==> config.mk <==
export PLATFORM = sky130hd
export DESIGN_NAME = sfe_force_event
export DESIGN_NICKNAME = d
export VERILOG_FILES = /design/src/design/sfe_pkg.sv /design/src/design/sfe_force_event.sv
export VERILOG_INCLUDE_DIRS = /design/src /design/src/design
export SDC_FILE = /design/constraint.sdc
export NUM_CORES = 1
export LEC_CHECK = 0
export CORE_ASPECT_RATIO = 1.1
export CORE_MARGIN = 4
export CORE_UTILIZATION = 61
export DETAILED_ROUTE_END_ITERATION = 16
export DONT_BUFFER_PORTS = 1
export HOLD_SLACK_MARGIN = 0.06
export PLACE_DENSITY = 0.77
export SYNTH_ARGS = -nofsm -noshare
export SYNTH_HDL_FRONTEND = slang
export SYNTH_SLANG_ARGS = --single-unit
==> constraint.sdc <==
create_clock -name clk_i -period 2.44 [get_ports clk_i]
set_clock_uncertainty 0.1 [all_clocks]
set_input_delay 0.366 -clock clk_i [delete_from_list [all_inputs] [get_ports clk_i]]
set_output_delay 0.366 -clock clk_i [all_outputs]
set_load 0.02 [all_outputs]
==> src/design/sfe_cfg.svh <==
// register map, bit positions and reset values of the socket force event block
`ifndef SFE_CFG_SVH
`define SFE_CFG_SVH

// register byte offsets
`define SFE_OFF_EVENT 8'h00
`define SFE_OFF_MASK 8'h04
`define SFE_OFF_STATE 8'h08
`define SFE_OFF_FORCE 8'h0c
`define SFE_OFF_CTRL 8'h10

// event register / mask register layout
`define SFE_EV_STS 0
`define SFE_EV_CD1 1
`define SFE_EV_CD2 2
`define SFE_EV_PWR 3
`define SFE_EV_W 4

// present state register layout
`define SFE_ST_Y_SOCK 31
`define SFE_ST_X_SOCK 30
`define SFE_ST_3V3_SOCK 29
`define SFE_ST_5V_SOCK 28
`define SFE_ST_ZV 27
`define SFE_ST_VOLT_HI 13
`define SFE_ST_VOLT_LO 10
`define SFE_ST_BADVCC 9
`define SFE_ST_LOSS 8
`define SFE_ST_UNREC 7
`define SFE_ST_IRQ 6
`define SFE_ST_CB 5
`define SFE_ST_16 4
`define SFE_ST_PWR 3
`define SFE_ST_CD2 2
`define SFE_ST_CD1 1
`define SFE_ST_STS 0

// force register layout
`define SFE_FR_ZV 27
`define SFE_FR_RETEST 14
`define SFE_FR_VOLT_HI 13
`define SFE_FR_VOLT_LO 10
`define SFE_FR_BADVCC 9
`define SFE_FR_LOSS 8
`define SFE_FR_UNREC 7
`define SFE_FR_CB 5
`define SFE_FR_16 4
`define SFE_FR_PWR 3
`define SFE_FR_CD2 2
`define SFE_FR_CD1 1
`define SFE_FR_STS 0

// control/status register layout
`define SFE_CT_BUSY 0
`define SFE_CT_PWR_EN 1

// hardware socket voltage capabilities
`define SFE_HW_Y_SOCK 1'h0
`define SFE_HW_X_SOCK 1'h0
`define SFE_HW_3V3_SOCK 1'h1
`define SFE_HW_5V_SOCK 1'h1

// reset values
`define SFE_RST_WORD 32'h0000_0000
`define SFE_RST_EV 4'h0
`define SFE_RST_VOLT 4'h0
`define SFE_RST_PWR_EN 1'h1

`endif

==> src/design/sfe_pkg.sv <==
// types shared by the socket force event block
package sfe_pkg;
  typedef enum logic [0:0] {
    SFE_IDLE = 1'b0,
    SFE_BUSY = 1'b1
  } sfe_state_t;
endpackage

==> src/design/sfe_force_event.sv <==
// socket event, mask, present state and force registers behind a wishbone slave
//
// Implementation choice: the Wishbone register port.
`timescale 1ns/100ps
`include "sfe_cfg.svh"

module sfe_force_event
  import sfe_pkg::*;
(
  // clock and reset
  input wire logic clk_i,
  input wire logic rst_i,
  // wishbone slave
  input wire logic wb_cyc_i,
  input wire logic wb_stb_i,
  input wire logic wb_we_i,
  input wire logic [7:0] wb_adr_i,
  input wire logic [3:0] wb_sel_i,
  input wire logic [31:0] wb_dat_i,
  output logic [31:0] wb_dat_o,
  output logic wb_ack_o,
  // live socket pins
  input wire logic detect_one_live_i,
  input wire logic detect_two_live_i,
  input wire logic status_change_live_i,
  input wire logic socket_powered_status_i,
  input wire logic ready_irq_live_i,
  // card interrogation engine
  input wire logic interrogate_done_i,
  input wire logic [3:0] card_volt_caps_i,
  input wire logic cardbus_detected_i,
  input wire logic sixteen_bit_detected_i,
  input wire logic unrecognized_card_i,
  input wire logic zoom_video_capable_i,
  output logic interrogate_start_o,
  // socket power control and interrupt
  output logic power_ctrl_enable_o,
  output logic irq_o
);

  // byte-lane mask from wishbone select
  function automatic logic [31:0] lane_mask(input logic [3:0] sel);
    lane_mask = {{8{sel[3]}}, {8{sel[2]}}, {8{sel[1]}}, {8{sel[0]}}};
  endfunction

  // word address match
  function automatic logic addr_is(input logic [7:0] adr, input logic [7:0] off);
    addr_is = (adr[7:2] == off[7:2]);
  endfunction

  sfe_state_t state;
  sfe_state_t next_state;

  logic req;
  logic wr;
  logic [31:0] wmask;
  logic [31:0] wval;
  logic force_wr;
  logic event_wr;
  logic mask_wr;

  logic [`SFE_EV_W-1:0] event_flags;
  logic [`SFE_EV_W-1:0] event_mask;
  logic [`SFE_EV_W-1:0] hw_events;
  logic [`SFE_EV_W-1:0] force_sel;

  logic zoom_video_capable;
  logic [3:0] card_volt_caps;
  logic invalid_supply_request;
  logic possible_data_loss;
  logic unrecognized_card;
  logic cardbus_detected;
  logic sixteen_bit_detected;
  logic detect_one_live;
  logic detect_two_live;
  logic status_change_live;
  logic socket_powered_status;
  logic ready_irq_live;

  logic prev_cd1;
  logic prev_cd2;
  logic prev_sts;
  logic prev_pwr;

  logic retest;
  logic [3:0] volt_force_set;
  logic [31:0] state_word;
  logic [31:0] next_rdata;

  // an access is answered one cycle after it is presented; it acts at the ack edge
  assign req = wb_cyc_i & wb_stb_i;
  assign wr = req & wb_we_i & wb_ack_o;
  assign wmask = lane_mask(wb_sel_i);
  assign wval = wb_dat_i & wmask;
  assign force_wr = wr & addr_is(wb_adr_i, `SFE_OFF_FORCE);
  assign event_wr = wr & addr_is(wb_adr_i, `SFE_OFF_EVENT);
  assign mask_wr = wr & addr_is(wb_adr_i, `SFE_OFF_MASK);

  // bus ack
  always_ff @(posedge clk_i) begin
    if (rst_i) begin
      wb_ack_o <= 1'b0;
    end else begin
      wb_ack_o <= req & ~wb_ack_o;
    end
  end

  // live pin sampling; detect pins freeze while an interrogation runs
  always_ff @(posedge clk_i) begin
    if (rst_i) begin
      detect_one_live <= 1'b1;
      detect_two_live <= 1'b1;
      status_change_live <= 1'b0;
      socket_powered_status <= 1'b0;
      ready_irq_live <= 1'b0;
    end else begin
      status_change_live <= status_change_live_i;
      socket_powered_status <= socket_powered_status_i;
      ready_irq_live <= ready_irq_live_i;
      if (state == SFE_IDLE) begin
        detect_one_live <= detect_one_live_i;
        detect_two_live <= detect_two_live_i;
      end
    end
  end

  // previous values for change detection
  always_ff @(posedge clk_i) begin
    if (rst_i) begin
      prev_cd1 <= 1'b1;
      prev_cd2 <= 1'b1;
      prev_sts <= 1'b0;
      prev_pwr <= 1'b0;
    end else begin
      prev_cd1 <= detect_one_live;
      prev_cd2 <= detect_two_live;
      prev_sts <= status_change_live;
      prev_pwr <= socket_powered_status;
    end
  end

  always_comb begin
    hw_events = `SFE_RST_EV;
    hw_events[`SFE_EV_CD1] = detect_one_live ^ prev_cd1;
    hw_events[`SFE_EV_CD2] = detect_two_live ^ prev_cd2;
    hw_events[`SFE_EV_STS] = status_change_live & ~prev_sts;
    hw_events[`SFE_EV_PWR] = socket_powered_status ^ prev_pwr;
  end

  // force lanes that hit the event flags
  always_comb begin
    force_sel = `SFE_RST_EV;
    force_sel[`SFE_EV_STS] = wmask[`SFE_FR_STS];
    force_sel[`SFE_EV_CD1] = wmask[`SFE_FR_CD1];
    force_sel[`SFE_EV_CD2] = wmask[`SFE_FR_CD2];
    force_sel[`SFE_EV_PWR] = wmask[`SFE_FR_PWR];
  end

  // sticky event flags: hardware set wins over clear and over forced zero
  always_ff @(posedge clk_i) begin
    if (rst_i) begin
      event_flags <= `SFE_RST_EV;
    end else if (force_wr) begin
      event_flags <= ((event_flags & ~force_sel) |
                      (wval[`SFE_EV_W-1:0] & force_sel) | hw_events);
    end else if (event_wr) begin
      event_flags <= (event_flags & ~wval[`SFE_EV_W-1:0]) | hw_events;
    end else begin
      event_flags <= event_flags | hw_events;
    end
  end

  // interrupt mask
  always_ff @(posedge clk_i) begin
    if (rst_i) begin
      event_mask <= `SFE_RST_EV;
    end else if (mask_wr) begin
      event_mask <= wval[`SFE_EV_W-1:0] | (event_mask & ~wmask[`SFE_EV_W-1:0]);
    end
  end

  always_ff @(posedge clk_i) begin
    if (rst_i) begin
      irq_o <= 1'b0;
    end else begin
      irq_o <= |(event_flags & event_mask);
    end
  end

  // interrogation sequencing
  assign retest = force_wr & wval[`SFE_FR_RETEST];

  always_comb begin
    next_state = state;
    case (state)
      SFE_IDLE: begin
        if (retest) begin
          next_state = SFE_BUSY;
        end
      end
      SFE_BUSY: begin
        if (interrogate_done_i) begin
          next_state = SFE_IDLE;
        end
      end
      default: begin
        next_state = SFE_IDLE;
      end
    endcase
  end

  always_ff @(posedge clk_i) begin
    if (rst_i) begin
      state <= SFE_IDLE;
    end else begin
      state <= next_state;
    end
  end

  always_ff @(posedge clk_i) begin
    if (rst_i) begin
      interrogate_start_o <= 1'b0;
    end else begin
      interrogate_start_o <= (state == SFE_IDLE) & retest;
    end
  end

  // socket power control enable
  assign volt_force_set = wval[`SFE_FR_VOLT_HI:`SFE_FR_VOLT_LO];

  always_ff @(posedge clk_i) begin
    if (rst_i) begin
      power_ctrl_enable_o <= `SFE_RST_PWR_EN;
    end else if ((state == SFE_BUSY) & interrogate_done_i) begin
      power_ctrl_enable_o <= 1'b1;
    end else if (force_wr & (|volt_force_set)) begin
      power_ctrl_enable_o <= 1'b0;
    end
  end

  // present state flags: interrogation refreshes all but bad VCC and data loss; force writes override them unless an interrogation ends that cycle
  always_ff @(posedge clk_i) begin
    if (rst_i) begin
      zoom_video_capable <= 1'b0;
      card_volt_caps <= `SFE_RST_VOLT;
      invalid_supply_request <= 1'b0;
      possible_data_loss <= 1'b0;
      unrecognized_card <= 1'b0;
      cardbus_detected <= 1'b0;
      sixteen_bit_detected <= 1'b0;
    end else if ((state == SFE_BUSY) & interrogate_done_i) begin
      zoom_video_capable <= zoom_video_capable_i;
      card_volt_caps <= card_volt_caps_i;
      unrecognized_card <= unrecognized_card_i;
      cardbus_detected <= cardbus_detected_i;
      sixteen_bit_detected <= sixteen_bit_detected_i;
    end else if (force_wr) begin
      if (wmask[`SFE_FR_ZV]) begin
        zoom_video_capable <= wval[`SFE_FR_ZV];
      end
      if (wmask[`SFE_FR_VOLT_HI]) begin
        card_volt_caps[3:2] <= wval[`SFE_FR_VOLT_HI:`SFE_FR_VOLT_HI-1];
      end
      if (wmask[`SFE_FR_VOLT_LO]) begin
        card_volt_caps[1:0] <= wval[`SFE_FR_VOLT_LO+1:`SFE_FR_VOLT_LO];
      end
      if (wmask[`SFE_FR_BADVCC]) begin
        invalid_supply_request <= wval[`SFE_FR_BADVCC];
      end
      if (wmask[`SFE_FR_LOSS]) begin
        possible_data_loss <= wval[`SFE_FR_LOSS];
      end
      if (wmask[`SFE_FR_UNREC]) begin
        unrecognized_card <= wval[`SFE_FR_UNREC];
      end
      if (wmask[`SFE_FR_CB]) begin
        cardbus_detected <= wval[`SFE_FR_CB];
      end
      if (wmask[`SFE_FR_16]) begin
        sixteen_bit_detected <= wval[`SFE_FR_16];
      end
    end
  end

  // present state word
  always_comb begin
    state_word = `SFE_RST_WORD;
    state_word[`SFE_ST_Y_SOCK] = `SFE_HW_Y_SOCK;
    state_word[`SFE_ST_X_SOCK] = `SFE_HW_X_SOCK;
    state_word[`SFE_ST_3V3_SOCK] = `SFE_HW_3V3_SOCK;
    state_word[`SFE_ST_5V_SOCK] = `SFE_HW_5V_SOCK;
    state_word[`SFE_ST_ZV] = zoom_video_capable;
    state_word[`SFE_ST_VOLT_HI:`SFE_ST_VOLT_LO] = card_volt_caps;
    state_word[`SFE_ST_BADVCC] = invalid_supply_request;
    state_word[`SFE_ST_LOSS] = possible_data_loss;
    state_word[`SFE_ST_UNREC] = unrecognized_card;
    state_word[`SFE_ST_IRQ] = ready_irq_live;
    state_word[`SFE_ST_CB] = cardbus_detected;
    state_word[`SFE_ST_16] = sixteen_bit_detected;
    state_word[`SFE_ST_PWR] = socket_powered_status;
    state_word[`SFE_ST_CD2] = detect_two_live;
    state_word[`SFE_ST_CD1] = detect_one_live;
    state_word[`SFE_ST_STS] = status_change_live;
  end

  // read mux; force register and unmapped words read zero
  always_comb begin
    next_rdata = `SFE_RST_WORD;
    if (addr_is(wb_adr_i, `SFE_OFF_EVENT)) begin
      next_rdata[`SFE_EV_W-1:0] = event_flags;
    end else if (addr_is(wb_adr_i, `SFE_OFF_MASK)) begin
      next_rdata[`SFE_EV_W-1:0] = event_mask;
    end else if (addr_is(wb_adr_i, `SFE_OFF_STATE)) begin
      next_rdata = state_word;
    end else if (addr_is(wb_adr_i, `SFE_OFF_FORCE)) begin
      next_rdata = `SFE_RST_WORD;
    end else if (addr_is(wb_adr_i, `SFE_OFF_CTRL)) begin
      next_rdata[`SFE_CT_BUSY] = (state == SFE_BUSY);
      next_rdata[`SFE_CT_PWR_EN] = power_ctrl_enable_o;
    end
  end

  always_ff @(posedge clk_i) begin
    if (rst_i) begin
      wb_dat_o <= `SFE_RST_WORD;
    end else if (req & ~wb_ack_o & ~wb_we_i) begin
      wb_dat_o <= next_rdata;
    end else begin
      wb_dat_o <= `SFE_RST_WORD;
    end
  end

endmodule // sfe_force_event

* Word level (Yosys, flattened, before mapping)
Cells that the tools add are included.
** Storage, ports and cells
- Register bits after elaboration :: 64
- Input port bits :: 63
- Output and inout bits :: 36
** Cells by class
- Equal/unequal tests :: 4
- Multiplexer cells :: 26
- Bitwise logic cells :: 36
- Reductions and logical operators :: 15
** Operators with widths (count)
- $mux W30 :: 1
- $and A28 B28 Y28 :: 1
- $mux W4 :: 6
- $and A4 B4 Y4 :: 5
- $or A4 B4 Y4 :: 5
- $mux W1 :: 14
- $and A1 B1 Y1 :: 13
- $eq A6 B2 Y1 const B :: 2
- $reduce_or A4 Y1 :: 3
- $mux W2 :: 4
- $not A4 Y4 :: 2
- $reduce_bool A2 Y1 :: 4
- $not A1 Y1 :: 7
- $eq A6 B1 Y1 const B :: 1
- $eq A6 B3 Y1 const B :: 1
- $logic_not A6 Y1 :: 1
- $reduce_and A2 Y1 :: 3
- $reduce_or A5 Y1 :: 1
- $reduce_or A2 Y1 :: 2
- $reduce_and A3 Y1 :: 1
- $xor A1 B1 Y1 :: 3
- $pmux W1 S2 :: 1

* Depth between registers and ports, before layout
- Depth after elaboration :: 7
- Mapped depth :: 6

* Worst setup path after synthesis
OpenSTA, ideal clock, no wires.
- Kind :: input-to-reg
- Start :: input port wb_adr_i[5]
- End :: register power_ctrl_enable_o
- Arrival time :: 1.794 ns
- Path slack :: 0.426 ns
- Cell stages on the path :: 5
- Path through :: or3_4 buf_6 nor4_4 o41ai_1 a211o_1
** On the way
- Longest elaborated chain between the ends :: 3
** RTL lines
- start: declaration :: line sfe_force_event.sv:17 : input wire logic [7:0] wb_adr_i,
- $eq A6 B2 Y1 :: line sfe_force_event.sv:48 : addr_is = (adr[7:2] == off[7:2]);
- $and A1 B1 Y1 :: line sfe_force_event.sv:95 : assign force_wr = wr & addr_is(wb_adr_i, `SFE_OFF_FORCE);
- $and A1 B1 Y1 :: line sfe_force_event.sv:236 : end else if (force_wr & (|volt_force_set)) begin
- end signal: assignment :: line sfe_force_event.sv:233 : power_ctrl_enable_o <= `SFE_RST_PWR_EN;
- end: declaration :: line sfe_force_event.sv:37 : output logic power_ctrl_enable_o,
No other way between the ends.
A chain may end at the register's enable or synchronous reset.

* Worst setup path after layout
- Start :: input port rst_i
- End :: register wb_dat_o[3]
** On the way
- Longest elaborated chain between the ends :: 1
** RTL lines
- start: declaration :: line sfe_force_event.sv:12 : input wire logic rst_i,
- $reduce_or A2 Y1 (no source line)
- end signal: assignment :: line sfe_force_event.sv:325 : wb_dat_o <= `SFE_RST_WORD;
- end signal: assignment :: line sfe_force_event.sv:327 : wb_dat_o <= next_rdata;
- end signal: assignment :: line sfe_force_event.sv:329 : wb_dat_o <= `SFE_RST_WORD;
- end: declaration :: line sfe_force_event.sv:20 : output logic [31:0] wb_dat_o,
No other way between the ends.

==> results.ini <==
[synthesis]
synth_enable_flop_cells=0
asyncSetResetFlopFracSynth=0
post_synth.cell_area_avg_um2=9.31
synth.lib_cells_used.distinct=34
synthesis.yosys.warnings=0
synth_top_area_frac=0.478
netlist_area_um2=2010
synth-main-ff-cell=dfxtp_1
synth.area.top_cells=dfxtp_1 48%, buf_4 6.0%, mux2i_1 4.5%, a21oi_1 3.7%, and2_1 3.7%
yosysSeqAreaShare=0.478
synthesis.instances=216
postSynthRegisterBits=48
synth_top_cell_by_area=dfxtp_1

[drt]
drtAntennaViolNets=0
drt-pass1-iter-count=4
route.detailed.wl_per_inst_um=16.8
routed_wl_mm=4.34
vias=1527
route.detailed.vias_per_inst=5.92
detail_route.iter0.violations=86
drcViolationCount=0

[grt]
global_route.usage.total=0.217
grt_max_degree=32
grt_antenna_before_repair=0
grt_pass1_wl_mm=7.07
number_of_global_route_vias_before_repair=1587
grt-ovfl-total=0

[worst_hold_path]
holdCritPathClass=input port to register

[critical_path]
cp-end-kind=register
path_class=input port to register
worst-r2r-setup-slack_ns=0.36
timing.critical_path.required_ns=2.57
setup.worst_path.start_class=input port
arrival_ns=2.23
crit_path_max_fanout=31

[timing]
fmax_mhz=475
setup_viol=0
grt_setup_unrepaired=false
maxSlewHeadroom=0.195
timing.final.crit_share=0.863
final_period_minus_worst_setup_slack_ns=2.11
hold_violation_count_in_the_final_report=0
tightestPinTransition_ns=1.21
setup_tns_ns=0
report.final.slew_viol_count=0

[floorplanning]
row_count=21
initial_utilization=0.649
dieArea_um2=4280
die_height_um=68.2
die_x_um=62.8
core_area_um2=3100
design.portCount=99

[clocking]
cts_buffer_depth=2
clkTransAtPathRegs_ns=0.12
cts_root_buffer=clkbuf_4
number_of_setup_buffers_added_after_cts=0
tritoncts=yes
cts_max_level=2
clk-insertion-delay-late_ns=0.35
clock_sink_count=48
cts_buffers=5

[placement]
hpwl_mm=3.26
gpl.final_weighted_congestion=0.799
numPortBuffers=0
place.detailed.instances=239

[cells_and_area]
largest_register_ffs=16
post_route_cells_drive_above_1_share=0.0714
top_register=wb_dat_o
biggestRegsByFlops=wb_dat_o x16, card_volt_caps x4, event_flags x4
fin_nets=287
storage_element_area_um2=961
syn2layout_area_growth_pct=5.78
final-instance-count-excl-fill=258
antennaDiodeCount=0
fill_cells=268
multi_input_area_um2=903

[power]
clkPwrFrac=0.266
p_sw_frac=0.233
vdd.ir_drop.worst_uv=319
seq_pwr_share=0.660
leakagePower_nw=0.860
powerDensity_nw_per_um2=576
power.share.combinational=0.074
total_internal_power_w=0.000940
p_sw_w=0.000286

[job]
cap_viol_max_count=0

[outcome]
run_status=finished, final reports clean

## timing repair
action / in CTS / in global routing
hold buffers: 11 / 1
endpoints found under the setup margin: 0 / 15
endpoints found under the hold margin: 34 / 1
gates resized for setup: 0 / 2
## final cells by class
class / count / share of cell area
clock inverter: 1 / 0.00235
timing repair buffer: 14 / 0.0647
inverter: 10 / 0.0176
sequential: 48 / 0.451
multi-input combinational: 145 / 0.424
tap: 34 / 0.0200
clock buffer: 6 / 0.0194
## cells by family after synthesis
logic type,synth area share
AO/OA/AOI/OAI,0.126
XOR/XNOR,0.0131
buffers and inverters,0.103
flip-flops,0.478
multiplexers,0.0448
other,0.00186
AND/OR/NAND/NOR,0.234
## cells in the mapped netlist, types with 3 or more instances
| master | number |
|---|---|
| a211o_1 | 3 |
| a211oi_1 | 7 |
| a21oi_1 | 15 |
| and2_1 | 12 |
| buf_4 | 16 |
| clkbuf_1 | 9 |
| dfxtp_1 | 48 |
| inv_1 | 10 |
| mux2i_1 | 9 |
| nand2_1 | 7 |
| nand3_1 | 4 |
| nor2_1 | 18 |
| nor2b_1 | 9 |
| nor3_1 | 9 |
| nor4_1 | 6 |
| o211ai_1 | 4 |
| o21ai_0 | 3 |
| or2_2 | 3 |
| xor2_1 | 3 |
## power by group through the flow
| stage | registers [W] | logic (W) | clock network [W] |
|---|---|---|---|
| CTS | 0.000808 | 0.0000863 | 0.000338 |
| detailed placement | 0.000826 | 0.0000642 | 0 |
| floorplan | 0.000823 | 0.0000863 | 0 |
| finish | 0.000808 | 0.0000908 | 0.000326 |
| global placement | 0.000825 | 0.0000618 | 0 |
| global route | 0.000810 | 0.000101 | 0.000380 |
## through the flow
step           hold slack, ns  setup WS (ns)  total power [W]   util  cell area (um^2)
5_1_grt                0.0620          0.209          0.00129  0.686              2130
6_report               0.0835          0.334          0.00123  0.686              2130
4_1_cts                0.0647         0.0459          0.00123  0.680              2110
2_1_floorplan           0.306          0.426         0.000909      -              2060
3_3_place_gp            0.317          0.435         0.000887  0.630              1950
3_5_place_dp            0.325          0.377         0.000890  0.630              1950
## worst max-delay path, stage by stage
cell,delay [ns]
dlymetal6s4s_1,0.63
nor4bb_2,0.45
nand2b_1,0.11
or2_2,0.32
nor4_1,0.35
## routing by layer
layer	share of wire	global-route usage
met1	0.39	0.226
met2	0.51	0.385
met3	0.080	0.0624
met4	0.028	0.152
met5	0	0
## path summary, 6_finish.rpt
kind | startpoint | to | cells after the start
worst min register to register | ready_irq_live | wb_dat_o[6] | 1
worst max register to register | wb_ack_o | register | 4
worst max-delay path | rst_i | wb_dat_o[3] | 5
worst min-delay path | card_volt_caps_i[0] | card_volt_caps[0] | 2
## placed cells by master, fill, tap and decap left out, types with 4 or more instances in the layout
| cell type | n |
|---|---|
| mux2i_1 | 9 |
| nand3_1 | 4 |
| nand2_1 | 7 |
| nor2b_1 | 9 |
| dfxtp_1 | 48 |
| a21oi_1 | 15 |
| nor3_1 | 9 |
| inv_1 | 10 |
| conb_1 | 15 |
| and2_1 | 12 |
| nor2_1 | 18 |
| a211oi_1 | 7 |
| dlygate4sd3_1 | 11 |
| clkbuf_4 | 5 |
| o211ai_1 | 4 |
| nor4_1 | 6 |
Note: power is estimated with default switching activity, not from simulation.
